`src/hw/tick_timer_pkg.sv`:
```
// Constants shared by the system tick timer and its helper modules.
// Assumes one 100 MHz core clock and a classic Wishbone register port.
// How it works
// - Soft interrupt trigger bit holds its request until software writes it 0.
// - With auto-reload on, up-count restarts at zero the tick after match; down-count reloads the match value at zero.
// - Without reload, up-count runs past match; down-count wraps zero to ones.
// - Clock select 1 ticks every core cycle, 0 ticks every eighth cycle.
// - Tick interrupt enable gates whether a match raises the tick interrupt.
// - Run enable 1 counts; 0 halts the counter holding its value.
// - Match flag sets when the up-counting value reaches the match value.
// - Writing 0 clears the match flag; writing 1 leaves it unchanged.
// - The 32-bit counter value is readable and writable at any time.
// - The 32-bit match value register is readable, writable and compared.
// - Control, status and counter decode at F000, F004, F008; reset zero.
// - Match value decodes at F010, offset 0x0c is unused; resets zero.
package tick_timer_pkg;

  // Register byte addresses.
  localparam logic [31:0] ADDR_CTRL = 32'he000f000;
  localparam logic [31:0] ADDR_STAT = 32'he000f004;
  localparam logic [31:0] ADDR_CNT = 32'he000f008;
  localparam logic [31:0] ADDR_MATCH = 32'he000f010;
  localparam logic [31:0] ADDR_MODE = 32'he000f014;
  localparam logic [31:0] ADDR_EVT_STAT = 32'he000f020;
  localparam logic [31:0] ADDR_EVT_CLR = 32'he000f024;
  localparam logic [31:0] ADDR_EVT_EN = 32'he000f028;

  // Control, status and mode field positions.
  localparam int CTRL_RUN = 0;
  localparam int CTRL_IRQ_EN = 1;
  localparam int CTRL_CLK_SEL = 2;
  localparam int CTRL_RELOAD = 3;
  localparam int CTRL_SOFT = 31;
  localparam int STAT_MATCH = 0;
  localparam int MODE_DOWN = 0;

  // Event bits of the interrupt event bank.
  localparam int EVT_MATCH = 0;
  localparam int EVT_RESTART = 1;
  localparam int EVT_NUM = 2;

  // Value after reset, the all-ones wrap value and the slow tick divider.
  localparam logic [31:0] RESET_WORD = 32'h0000_0000;
  localparam logic [31:0] ALL_ONES = 32'hffff_ffff;
  localparam int unsigned TICK_DIV = 8;

endpackage

```
`src/hw/tick_divider.sv`:
```
// Tick enable generator for the system tick timer.
// Assumes a synchronous active-low reset already released in clock domain.
`timescale 1ns/10ps
module tick_divider #(
  parameter int unsigned DIV = 8
) (
  input wire logic clk,
  input wire logic rst_n,
  input wire logic run,
  input wire logic direct,
  output logic tick
);
  localparam int CW = (DIV > 1) ? $clog2(DIV) : 1;
  localparam logic [CW-1:0] LAST = CW'(DIV - 1);

  logic [CW-1:0] div_r;
  logic div_wrap;

  // The prescaler restarts whenever the counter is stopped, so the first
  // slow tick after a start comes a full period later.
  assign div_wrap = div_r == LAST;
  assign tick = run & (direct | div_wrap);

  // Prescaler count.
  always_ff @(posedge clk or negedge rst_n) begin
    if (!rst_n) begin
      div_r <= '0;
    end else if (!run || div_wrap) begin
      div_r <= '0;
    end else begin
      div_r <= div_r + CW'(1);
    end
  end
endmodule

```
`src/hw/event_irq_bank.sv`:
```
// Sticky event status with enable mask and write-one-to-clear.
// Assumes one-cycle event and clear pulses from the owning block.
`timescale 1ns/10ps
module event_irq_bank #(
  parameter int unsigned N = 2
) (
  input wire logic clk,
  input wire logic rst_n,
  input wire logic [N-1:0] evt_set,
  input wire logic [N-1:0] evt_clr,
  input wire logic en_we,
  input wire logic [N-1:0] en_d,
  output logic [N-1:0] status,
  output logic [N-1:0] enable,
  output logic irq
);
  logic [N-1:0] status_r;
  logic [N-1:0] enable_r;

  assign status = status_r;
  assign enable = enable_r;
  assign irq = |(status_r & enable_r);

  // An event in the same cycle as its clear keeps the bit set.
  always_ff @(posedge clk or negedge rst_n) begin
    if (!rst_n) begin
      status_r <= '0;
      enable_r <= '0;
    end else begin
      status_r <= (status_r & ~evt_clr) | evt_set;
      if (en_we) begin
        enable_r <= en_d;
      end
    end
  end
endmodule

```
`src/hw/system_tick_timer.sv`:
```
// System tick timer: 32-bit counter, match flag and interrupt requests.
// Assumes a classic Wishbone master on the core clock; RST_N is async.
//
// Decided for this implementation: the Wishbone slave port.
`timescale 1ns/10ps
module system_tick_timer
  import tick_timer_pkg::*;
#(
  parameter int unsigned DIV = TICK_DIV
) (
  input wire logic CORE_CLK,
  input wire logic RST_N,
  input wire logic WB_CYC_I,
  input wire logic WB_STB_I,
  input wire logic WB_WE_I,
  input wire logic [31:0] WB_ADR_I,
  input wire logic [3:0] WB_SEL_I,
  input wire logic [31:0] WB_DAT_I,
  output logic [31:0] WB_DAT_O,
  output logic WB_ACK_O,
  output logic TICK_IRQ,
  output logic SOFT_IRQ,
  output logic EVT_IRQ
);
  logic rst_meta_r;
  logic rst_n_r;
  logic ack_r;
  logic [31:0] dat_r;
  logic soft_irq_trigger_r;
  logic auto_reload_enable_r;
  logic tick_clock_select_r;
  logic tick_irq_enable_r;
  logic counter_run_enable_r;
  logic count_down_r;
  logic match_flag_r;
  logic [31:0] tick_value_r;
  logic [31:0] match_value_r;

  // Reset is released through two flops; only the second is used.
  always_ff @(posedge CORE_CLK or negedge RST_N) begin
    if (!RST_N) begin
      rst_meta_r <= 1'b0;
      rst_n_r <= 1'b0;
    end else begin
      rst_meta_r <= 1'b1;
      rst_n_r <= rst_meta_r;
    end
  end

  // Bus decode. A write lands on the edge where the master sees ack.
  wire req = WB_CYC_I & WB_STB_I;
  wire req_new = req & ~ack_r;
  wire wr_fire = req & WB_WE_I & ack_r;
  wire hit_ctrl = WB_ADR_I == ADDR_CTRL;
  wire hit_stat = WB_ADR_I == ADDR_STAT;
  wire hit_cnt = WB_ADR_I == ADDR_CNT;
  wire hit_match = WB_ADR_I == ADDR_MATCH;
  wire hit_mode = WB_ADR_I == ADDR_MODE;
  wire hit_evs = WB_ADR_I == ADDR_EVT_STAT;
  wire hit_evc = WB_ADR_I == ADDR_EVT_CLR;
  wire hit_eve = WB_ADR_I == ADDR_EVT_EN;
  wire wr_ctrl = wr_fire & hit_ctrl;
  wire wr_stat = wr_fire & hit_stat;
  wire wr_cnt = wr_fire & hit_cnt;
  wire wr_match = wr_fire & hit_match;
  wire wr_mode = wr_fire & hit_mode;
  wire wr_evc = wr_fire & hit_evc;
  wire wr_eve = wr_fire & hit_eve;

  // Byte lanes of the write data.
  wire [31:0] wmask = {{8{WB_SEL_I[3]}}, {8{WB_SEL_I[2]}},
                       {8{WB_SEL_I[1]}}, {8{WB_SEL_I[0]}}};

  // Read views of the registers; unused bits read as zero.
  wire [31:0] ctrl_rd = {soft_irq_trigger_r, 27'h0000000,
                         auto_reload_enable_r, tick_clock_select_r,
                         tick_irq_enable_r, counter_run_enable_r};
  wire [31:0] stat_rd = {31'h00000000, match_flag_r};
  wire [31:0] mode_rd = {31'h00000000, count_down_r};
  wire [EVT_NUM-1:0] evt_status;
  wire [EVT_NUM-1:0] evt_enable;
  wire [31:0] evs_rd = {{(32 - EVT_NUM){1'b0}}, evt_status};
  wire [31:0] eve_rd = {{(32 - EVT_NUM){1'b0}}, evt_enable};

  // Byte-merged write values for the plain read-write registers.
  wire [31:0] ctrl_w = (ctrl_rd & ~wmask) | (WB_DAT_I & wmask);
  wire [31:0] cnt_w = (tick_value_r & ~wmask) | (WB_DAT_I & wmask);
  wire [31:0] match_w = (match_value_r & ~wmask) | (WB_DAT_I & wmask);
  wire [31:0] eve_w = (eve_rd & ~wmask) | (WB_DAT_I & wmask);

  // Read mux; the clear register is write-only and reads zero, as do
  // unmapped addresses, which are still acknowledged.
  wire [31:0] rd_mux =
    hit_ctrl ? ctrl_rd :
    hit_stat ? stat_rd :
    hit_cnt ? tick_value_r :
    hit_match ? match_value_r :
    hit_mode ? mode_rd :
    hit_evs ? evs_rd :
    hit_eve ? eve_rd : RESET_WORD;

  // Ack one cycle after the request, dropped the cycle after. Read
  // data is captured at the request edge and held with ack.
  always_ff @(posedge CORE_CLK or negedge rst_n_r) begin
    if (!rst_n_r) begin
      ack_r <= 1'b0;
      dat_r <= RESET_WORD;
    end else begin
      ack_r <= req_new;
      if (req_new && !WB_WE_I) begin
        dat_r <= rd_mux;
      end
    end
  end

  assign WB_ACK_O = ack_r;
  assign WB_DAT_O = dat_r;

  // Tick source: every cycle or every DIV cycles while running.
  logic tick_en;

  tick_divider #(
    .DIV(DIV)
  ) u_div (
    .clk(CORE_CLK),
    .rst_n(rst_n_r),
    .run(counter_run_enable_r),
    .direct(tick_clock_select_r),
    .tick(tick_en)
  );

  // Next counter value for each direction.
  wire at_match = tick_value_r == match_value_r;
  wire at_zero = tick_value_r == RESET_WORD;
  wire at_ones = tick_value_r == ALL_ONES;
  wire [31:0] cnt_inc = tick_value_r + 32'h0000_0001;
  wire [31:0] cnt_dec = tick_value_r - 32'h0000_0001;
  wire reload_up = auto_reload_enable_r & at_match;
  wire [31:0] up_nxt = reload_up ? RESET_WORD : cnt_inc;
  // Down count with reload restarts from the match value at zero;
  // without it zero wraps to all ones.
  wire reload_dn = auto_reload_enable_r & at_zero;
  wire [31:0] dn_nxt = reload_dn ? match_value_r :
                       at_zero ? ALL_ONES : cnt_dec;
  wire [31:0] tick_value_nxt = count_down_r ? dn_nxt : up_nxt;

  // Events: the up count reaching match, and any restart or wrap. A
  // counter write in the same cycle wins over the tick and raises none.
  wire tick_live = tick_en & ~wr_cnt;
  wire match_hit = tick_live & ~count_down_r &
                   (up_nxt == match_value_r);
  wire restart_hit = tick_live &
                     (count_down_r ? at_zero : (reload_up | at_ones));

  // Control and mode registers.
  always_ff @(posedge CORE_CLK or negedge rst_n_r) begin
    if (!rst_n_r) begin
      soft_irq_trigger_r <= 1'b0;
      auto_reload_enable_r <= 1'b0;
      tick_clock_select_r <= 1'b0;
      tick_irq_enable_r <= 1'b0;
      counter_run_enable_r <= 1'b0;
      count_down_r <= 1'b0;
    end else begin
      if (wr_ctrl) begin
        soft_irq_trigger_r <= ctrl_w[CTRL_SOFT];
        auto_reload_enable_r <= ctrl_w[CTRL_RELOAD];
        tick_clock_select_r <= ctrl_w[CTRL_CLK_SEL];
        tick_irq_enable_r <= ctrl_w[CTRL_IRQ_EN];
        counter_run_enable_r <= ctrl_w[CTRL_RUN];
      end
      if (wr_mode && WB_SEL_I[0]) begin
        count_down_r <= WB_DAT_I[MODE_DOWN];
      end
    end
  end

  // Counter and match value. A software write beats a tick in the
  // same cycle, so the written value is exactly what is read back.
  always_ff @(posedge CORE_CLK or negedge rst_n_r) begin
    if (!rst_n_r) begin
      tick_value_r <= RESET_WORD;
      match_value_r <= RESET_WORD;
    end else begin
      if (wr_cnt) begin
        tick_value_r <= cnt_w;
      end else if (tick_en) begin
        tick_value_r <= tick_value_nxt;
      end
      if (wr_match) begin
        match_value_r <= match_w;
      end
    end
  end

  // Match flag: a 0 written to bit 0 clears it, a 1 does nothing, and a
  // match in the same cycle as the clear keeps it set.
  wire flag_clr = wr_stat & WB_SEL_I[0] & ~WB_DAT_I[STAT_MATCH];
  always_ff @(posedge CORE_CLK or negedge rst_n_r) begin
    if (!rst_n_r) begin
      match_flag_r <= 1'b0;
    end else if (match_hit) begin
      match_flag_r <= 1'b1;
    end else if (flag_clr) begin
      match_flag_r <= 1'b0;
    end
  end

  // Sticky event bank behind its own status, clear and enable words.
  wire [EVT_NUM-1:0] evt_set;
  assign evt_set[EVT_MATCH] = match_hit;
  assign evt_set[EVT_RESTART] = restart_hit;
  wire [EVT_NUM-1:0] evt_clr = {EVT_NUM{wr_evc & WB_SEL_I[0]}} &
                               WB_DAT_I[EVT_NUM-1:0];

  event_irq_bank #(
    .N(EVT_NUM)
  ) u_evt (
    .clk(CORE_CLK),
    .rst_n(rst_n_r),
    .evt_set(evt_set),
    .evt_clr(evt_clr),
    .en_we(wr_eve),
    .en_d(eve_w[EVT_NUM-1:0]),
    .status(evt_status),
    .enable(evt_enable),
    .irq(EVT_IRQ)
  );

  // Interrupt requests. The tick request is a level that follows the
  // flag, so software must clear the flag or the tick interrupt enable to end it.
  assign TICK_IRQ = tick_irq_enable_r & match_flag_r;
  assign SOFT_IRQ = soft_irq_trigger_r;

  // Checks that tie each output except EVT_IRQ back to its cause.
  property p_soft_hold;
    @(posedge CORE_CLK) disable iff (!rst_n_r)
    SOFT_IRQ && !wr_ctrl |=> SOFT_IRQ;
  endproperty
  a_soft_hold: assert property (p_soft_hold)
    else $error("Soft interrupt dropped without a control write.");

  property p_reload;
    @(posedge CORE_CLK) disable iff (!rst_n_r)
    tick_en && auto_reload_enable_r && !count_down_r && at_match &&
      !wr_cnt |=> tick_value_r == RESET_WORD;
  endproperty
  a_reload: assert property (p_reload)
    else $error("Counter did not restart at zero after match.");

  property p_run_past;
    @(posedge CORE_CLK) disable iff (!rst_n_r)
    tick_en && !auto_reload_enable_r && !count_down_r && !wr_cnt |=>
      tick_value_r == $past(tick_value_r) + 32'h0000_0001;
  endproperty
  a_run_past: assert property (p_run_past)
    else $error("Up count did not step by one.");

  property p_down_wrap;
    @(posedge CORE_CLK) disable iff (!rst_n_r)
    tick_en && count_down_r && !auto_reload_enable_r && at_zero &&
      !wr_cnt |=> tick_value_r == ALL_ONES;
  endproperty
  a_down_wrap: assert property (p_down_wrap)
    else $error("Down count did not wrap to all ones.");

  property p_slow_tick;
    @(posedge CORE_CLK) disable iff (!rst_n_r)
    tick_en && !tick_clock_select_r |=>
      (!tick_en || tick_clock_select_r) [*7];
  endproperty
  a_slow_tick: assert property (p_slow_tick)
    else $error("Slow tick came sooner than eight cycles.");

  property p_fast_tick;
    @(posedge CORE_CLK) disable iff (!rst_n_r)
    counter_run_enable_r && tick_clock_select_r && !wr_cnt && !reload_up &&
      !reload_dn |=> tick_value_r != $past(tick_value_r);
  endproperty
  a_fast_tick: assert property (p_fast_tick)
    else $error("Counter did not move on a direct tick.");

  property p_irq_gate;
    @(posedge CORE_CLK) disable iff (!rst_n_r)
    match_hit ##1 !$fell(tick_irq_enable_r) |->
      TICK_IRQ == tick_irq_enable_r;
  endproperty
  a_irq_gate: assert property (p_irq_gate)
    else $error("Tick interrupt not gated by its enable.");

  property p_halt;
    @(posedge CORE_CLK) disable iff (!rst_n_r)
    !counter_run_enable_r && !wr_cnt |=> $stable(tick_value_r);
  endproperty
  a_halt: assert property (p_halt)
    else $error("Counter moved while halted.");

  property p_flag_set;
    @(posedge CORE_CLK) disable iff (!rst_n_r)
    match_hit |=> match_flag_r ##1 (match_flag_r || $past(flag_clr));
  endproperty
  a_flag_set: assert property (p_flag_set)
    else $error("Match flag not set on match.");

  property p_flag_w1;
    @(posedge CORE_CLK) disable iff (!rst_n_r)
    wr_stat && WB_DAT_I[STAT_MATCH] && match_flag_r |=> match_flag_r;
  endproperty
  a_flag_w1: assert property (p_flag_w1)
    else $error("Writing one changed the match flag.");

  property p_cnt_write;
    @(posedge CORE_CLK) disable iff (!rst_n_r)
    wr_cnt && WB_SEL_I == 4'hf |=> tick_value_r == $past(WB_DAT_I);
  endproperty
  a_cnt_write: assert property (p_cnt_write)
    else $error("Counter write not taken.");

  property p_match_read;
    @(posedge CORE_CLK) disable iff (!rst_n_r)
    req_new && !WB_WE_I && hit_match |=>
      WB_ACK_O && WB_DAT_O == $past(match_value_r);
  endproperty
  a_match_read: assert property (p_match_read)
    else $error("Match value read back wrong.");

  property p_soft_set;
    @(posedge CORE_CLK) disable iff (!rst_n_r)
    wr_ctrl && WB_SEL_I[3] && WB_DAT_I[CTRL_SOFT] |=> SOFT_IRQ;
  endproperty
  a_soft_set: assert property (p_soft_set)
    else $error("Soft interrupt not raised by its control bit.");

  property p_down_step;
    @(posedge CORE_CLK) disable iff (!rst_n_r)
    tick_en && count_down_r && !at_zero && !wr_cnt |=>
      tick_value_r == $past(tick_value_r) - 32'h0000_0001;
  endproperty
  a_down_step: assert property (p_down_step)
    else $error("Down count did not step by one.");

  property p_flag_clear;
    @(posedge CORE_CLK) disable iff (!rst_n_r)
    flag_clr && !match_hit |=> !match_flag_r;
  endproperty
  a_flag_clear: assert property (p_flag_clear)
    else $error("Writing zero did not clear the match flag.");

  property p_unused_read;
    @(posedge CORE_CLK) disable iff (!rst_n_r)
    req_new && !WB_WE_I && WB_ADR_I == ADDR_MATCH - 32'h0000_0004 |=>
      WB_DAT_O == RESET_WORD;
  endproperty
  a_unused_read: assert property (p_unused_read)
    else $error("Unused offset did not read zero.");

endmodule

```
`config.mk`:
```
export PLATFORM = sky130hd
export DESIGN_NAME = system_tick_timer
export DESIGN_NICKNAME = d
export VERILOG_FILES = /design/src/hw/tick_timer_pkg.sv /design/src/hw/tick_divider.sv /design/src/hw/event_irq_bank.sv /design/src/hw/system_tick_timer.sv
export SDC_FILE = /design/constraint.sdc
export NUM_CORES = 1
export LEC_CHECK = 0
export BUFFER_PORTS_ARGS = -buffer_cell sky130_fd_sc_hd__buf_2
export CAP_MARGIN = 0
export CORE_ASPECT_RATIO = 1.25
export CORE_MARGIN = 2
export CORE_UTILIZATION = 55
export CTS_CLUSTER_DIAMETER = 30
export DETAILED_ROUTE_END_ITERATION = 8
export GPL_ROUTABILITY_DRIVEN = 0
export HOLD_SLACK_MARGIN = 0.1
export PLACE_DENSITY = 0.77
export SLEW_MARGIN = 15
export SYNTH_ARGS = -nofsm -noshare
export SYNTH_HDL_FRONTEND = slang
export SYNTH_SLANG_ARGS = --single-unit
```
`constraint.sdc`:
```
create_clock -name CORE_CLK -period 6.5 [get_ports CORE_CLK]
set_input_delay 1.3 -clock CORE_CLK [delete_from_list [all_inputs] [get_ports CORE_CLK]]
set_output_delay 1.3 -clock CORE_CLK [all_outputs]
set_load 0.1 [all_outputs]
```
=== Word-level counts from Yosys, hierarchy flattened ===
Cells that the tools add are included.

* Add/sub/neg operators: 3
* Equality and inequality tests: 12
* Mux-type cells: 17
* Bitwise operators: 43
* Reduce and logical (&&, ||, !) cells: 9

{| class="wikitable"
|+ Operator list
! cell !! count
|-
| 32-bit 2-to-1 mux || 10
|-
| 32-bit == test, second input constant || 9
|-
| 32-bit bitwise AND || 4
|-
| 32-bit bitwise OR || 3
|-
| 32-bit == test || 2
|-
| 32-bit by 1-bit adder with 32-bit output, second input constant || 1
|-
| 32-bit zero test || 1
|-
| 32-bit inverter || 1
|-
| 32-bit by 1-bit subtractor with 32-bit output, second input constant || 1
|-
| 1-bit bitwise AND || 22
|-
| 2-bit bitwise AND || 4
|-
| 2-bit 2-to-1 mux || 3
|-
| 1-bit inverter || 4
|-
| 2-bit bitwise OR || 2
|-
| 2-bit nonzero test || 2
|-
| 3-bit by 1-bit adder with 3-bit output, second input constant || 1
|-
| 3-bit == test, second input constant || 1
|-
| 1-bit 2-to-1 mux || 3
|-
| 3-bit 2-to-1 mux || 1
|-
| 1-bit logical AND || 2
|-
| 1-bit zero test || 2
|-
| 2-bit inverter || 1
|-
| 1-bit bitwise OR || 2
|-
| 2-bit OR reduction || 1
|-
| 1-bit logical OR || 1
|}

* Register bits: 113
* Input port bits: 73

=== Longest topological paths before layout ===
* Word-level depth: 9
* Gate-level depth with buffers: 11
* Gate-level depth less buffers: 9

=== Hierarchy ===
From an unflattened synthesis, not the netlist that was laid out.

* Cell total of the unflattened synthesis: 916
* Area, all modules: 7951.4 um^2

{| class="wikitable"
|+ By module, submodules not included
! module !! times used !! cells an instance !! area an instance (um^2)
|-
| system_tick_timer || 1 || 896 || 7652.3
|-
| event_irq_bank || 1 || 11 || 161.4
|-
| tick_divider || 1 || 9 || 137.6
|}

=== Least setup slack after synthesis ===
OpenSTA, ideal clock, no wires.

* Path type: input to register
* From: input port WB_ADR_I[0]
* To: register with a tool-made name
* Setup time: 0.125 ns
* Arrival time: 3.286 ns
* Path slack: 3.089 ns
* Stages on the path: 10
* Path buffers: 2
* Cells stage by stage: nor4_1 -> nand4_1 -> nor2_1 -> nand2_1 -> nor3_1 -> and2_1 -> clkbuf_1 -> and3_1 -> clkbuf_1 -> mux2_2

{| class="wikitable"
|+ RTL lines
! element !! RTL line !! RTL
|-
| start: declaration || system_tick_timer.sv:16 || <nowiki>input wire logic [31:0] WB_ADR_I,</nowiki>
|}

==> out/results.ini <==
[synthesis]
synth_xor_area_share_pct=10.1
synthMuxAreaShare_pct=6.06
synth_seq_area_share_pct=34.3
synth_compound_area_share_pct=17.6
synth_area_sq_mm=0.00825
ys_async_sr_fraction_pct=100
synth-adder-area-share_pct=0.758
syn_area_per_cell_sq_um=8.80
synth-edff-count=0
syn-instance-count=938
syn_nets=1016
synth_ff_type=dfrtp_1
yosysWarnings=0
ys_ff_latch=113
synth-simple-area-share_pct=25.8
synth_top_family_by_area=simple AND/OR/NAND/NOR gates
ys_types=84

[floorplanning]
rows=50
fp.dieW_um=114
die-area_sq_mm=0.0160
core_area_sq_mm=0.0148
num_io_pins=109
die-height_um=141
start_util_pct=55.7

[clock_tree]
clk_latency_ns=0.42
cts_resized=0
cts_hold_buf=0
cts_tree=yes
clock_sinks=113
clkSlewWorstSetupHoldPaths_ns=0.05
clockBufferDepth=2
ctsHtreeMaxLevel=4
cts.root.buffer_cell=clkbuf_16
post_cts_buffers=0
cts-buffers-inserted=17

[layout]
num_antenna_cells=0
drive_above_1_share_pct=22.0
area_growth_pct=11.9
fillers=1295
num-nets-final=1071

[drt]
drc=0
via_count=8168
dr.pass1.iters=6
drt.antenna.violating_nets=0
drt_iter0_drc=998
vias_per_cell=6.89
routed_wl_um=26100
drt-wirelength-per-cell_um=22.0

[sta]
fin_ws_ns=2.42
tightest_slew_ns=1.20
clock-skew-final_ns=0.0107
maxSlewViolCount=0
timing.max_slew.rel_slack_pct=18.9
fin_tns_setup_ns=0
period_share_pct=62.8
hold_violations=0
rsz0062_at_grt=no
setup_viol=0
max_freq_mhz=245
period_minus_slack_ns=4.08

[worst_setup_path]
worstPathMaxFanout=41
end_kind=flop
worst-setup-path-type=reg2reg
r2r_cells=7
cp.required_ns=6.80
worstSetupStartpointType=flop
arrival_ns=4.38

[global_routing]
antenna_found_initial=0
grtUsageTotal_pct=32.9
overflow=0
grt_pass1_wl_um=41200
grt_max_degree=67
first_global_vias=7713

[hold_path]
hold_path.class=reg2async

[power_and_ir_drop]
cellLeakagePower_uw=0.00382
power.density_mw_per_mm2=215
irDropWorstVdd_v=0.000133

[placed_design]
post-dp-hpwl_um=18000
place_ws_ns=2.46
numPortBuffers=108

[run_status]
outcome=completed

[flow_run]
cap_violations=0

==> power by group <==
group | internal (uW) | total [uW] | switching [uW] | leakage, uW
Sequential | 742 | 765 | 23.2 | 0.00138
Clock | 512 | 821 | 310 | 0.000252
Combinational | 64.2 | 405 | 341 | 0.00219
==> layer usage <==
| layer | vias to the layer above | GRT usage [%] | wire (um) |
|---|---|---|---|
| li1 | 3608 | - | - |
| met1 | 3905 | 43.0 | 10100 |
| met2 | 535 | 51.2 | 12000 |
| met3 | 120 | 7.44 | 2700 |
| met4 | 0 | 16.9 | 1300 |
| met5 | - | 0 | 0 |
==> path summary, 6_finish.rpt <==
path / endpoint / slack, ns
setup / recovery: flop / 2.42
hold / removal: async pin / 0.33
setup reg to reg: flop / 2.42
hold reg to reg: async pin / 0.33
max in group asynchronous: u_div.div_r[0] / 4.93
min in group CORE_CLK: rst_n_r / 0.35
==> cell families after synthesis <==
kind of cell | count (synthesis)
and+or+nand+nor | 382
muxes | 45
buffers and inverters | 95
xor gates and xnor gates | 92
DFF | 113
other | 1
adders and majority gates | 5
AOI/OAI and AO/OA | 205
==> worst max-delay path, stage by stage (launching register included) <==
cell      delay, ns
dfrtp_1        0.58
nor4_1         1.09
nor3b_2        0.48
nand4_1        0.56
buf_4          0.49
o311ai_0       0.34
a21oi_1        0.11
a221o_1        0.28
==> placed cells by master (no fill, tap or decap), types with 11 or more instances in the layout <==
cell,instances
dfrtp_1,112
nor2_1,108
buf_2,108
xnor2_1,67
nand2_1,56
a21oi_1,40
mux2_2,39
nor3_1,37
o21ai_0,32
a221oi_1,30
nand4_1,29
nand3_1,25
xor2_1,23
nor4_1,22
o22ai_1,17
clkbuf_16,17
and3_1,12
a31oi_1,12
buf_4,12
inv_1,11
==> synth_stat cells (7+ instances only) <==
cell type / n / area, sq um
o31ai_1: 7 / 52.6
o21ai_0: 32 / 160
and2_1: 9 / 56.3
a221oi_1: 30 / 263
or4_1: 9 / 67.6
nor4_1: 22 / 138
a21oi_1: 41 / 205
xor2_1: 23 / 201
clkbuf_1: 54 / 203
nand2b_1: 9 / 56.3
dfrtp_1: 113 / 2830
nand4_1: 29 / 181
buf_2: 16 / 80.1
inv_1: 11 / 41.3
nor2_1: 108 / 405
nor3_1: 38 / 190
o22ai_1: 17 / 106
a31oi_1: 12 / 75.1
or3_1: 9 / 56.3
xnor2_1: 67 / 587
and3_1: 12 / 75.1
nand3_1: 25 / 125
a22oi_1: 7 / 52.6
buf_4: 7 / 52.6
mux2_2: 39 / 439
nand2_1: 56 / 210
==> area by class of cell <==
cell class / count / area (sq um) / share of cell area, %
clock buffers: 21 / 440 / 4.77
clock inverters: 8 / 67.6 / 0.731
inverters: 11 / 41.3 / 0.447
multi-input cells: 730 / 5000 / 54.1
flip-flops and latches: 113 / 2830 / 30.6
well taps: 182 / 228 / 2.46
repair buffers: 120 / 631 / 6.82
==> through the flow <==
stage	std cells	total power (uW)	cell area [sq um]	hold WS, ns	utilization, %
final	1185	1990	9240	0.328	62.3
after global placement	1156	1180	8730	0.336	58.9
after global routing	1185	2050	9240	0.379	62.3
after detailed placement	1156	1180	8730	0.344	58.9
after CTS	1185	2000	9240	0.356	62.3
after floorplan	938	1100	8250	0.331	-
(Power assumes the default switching activity.)
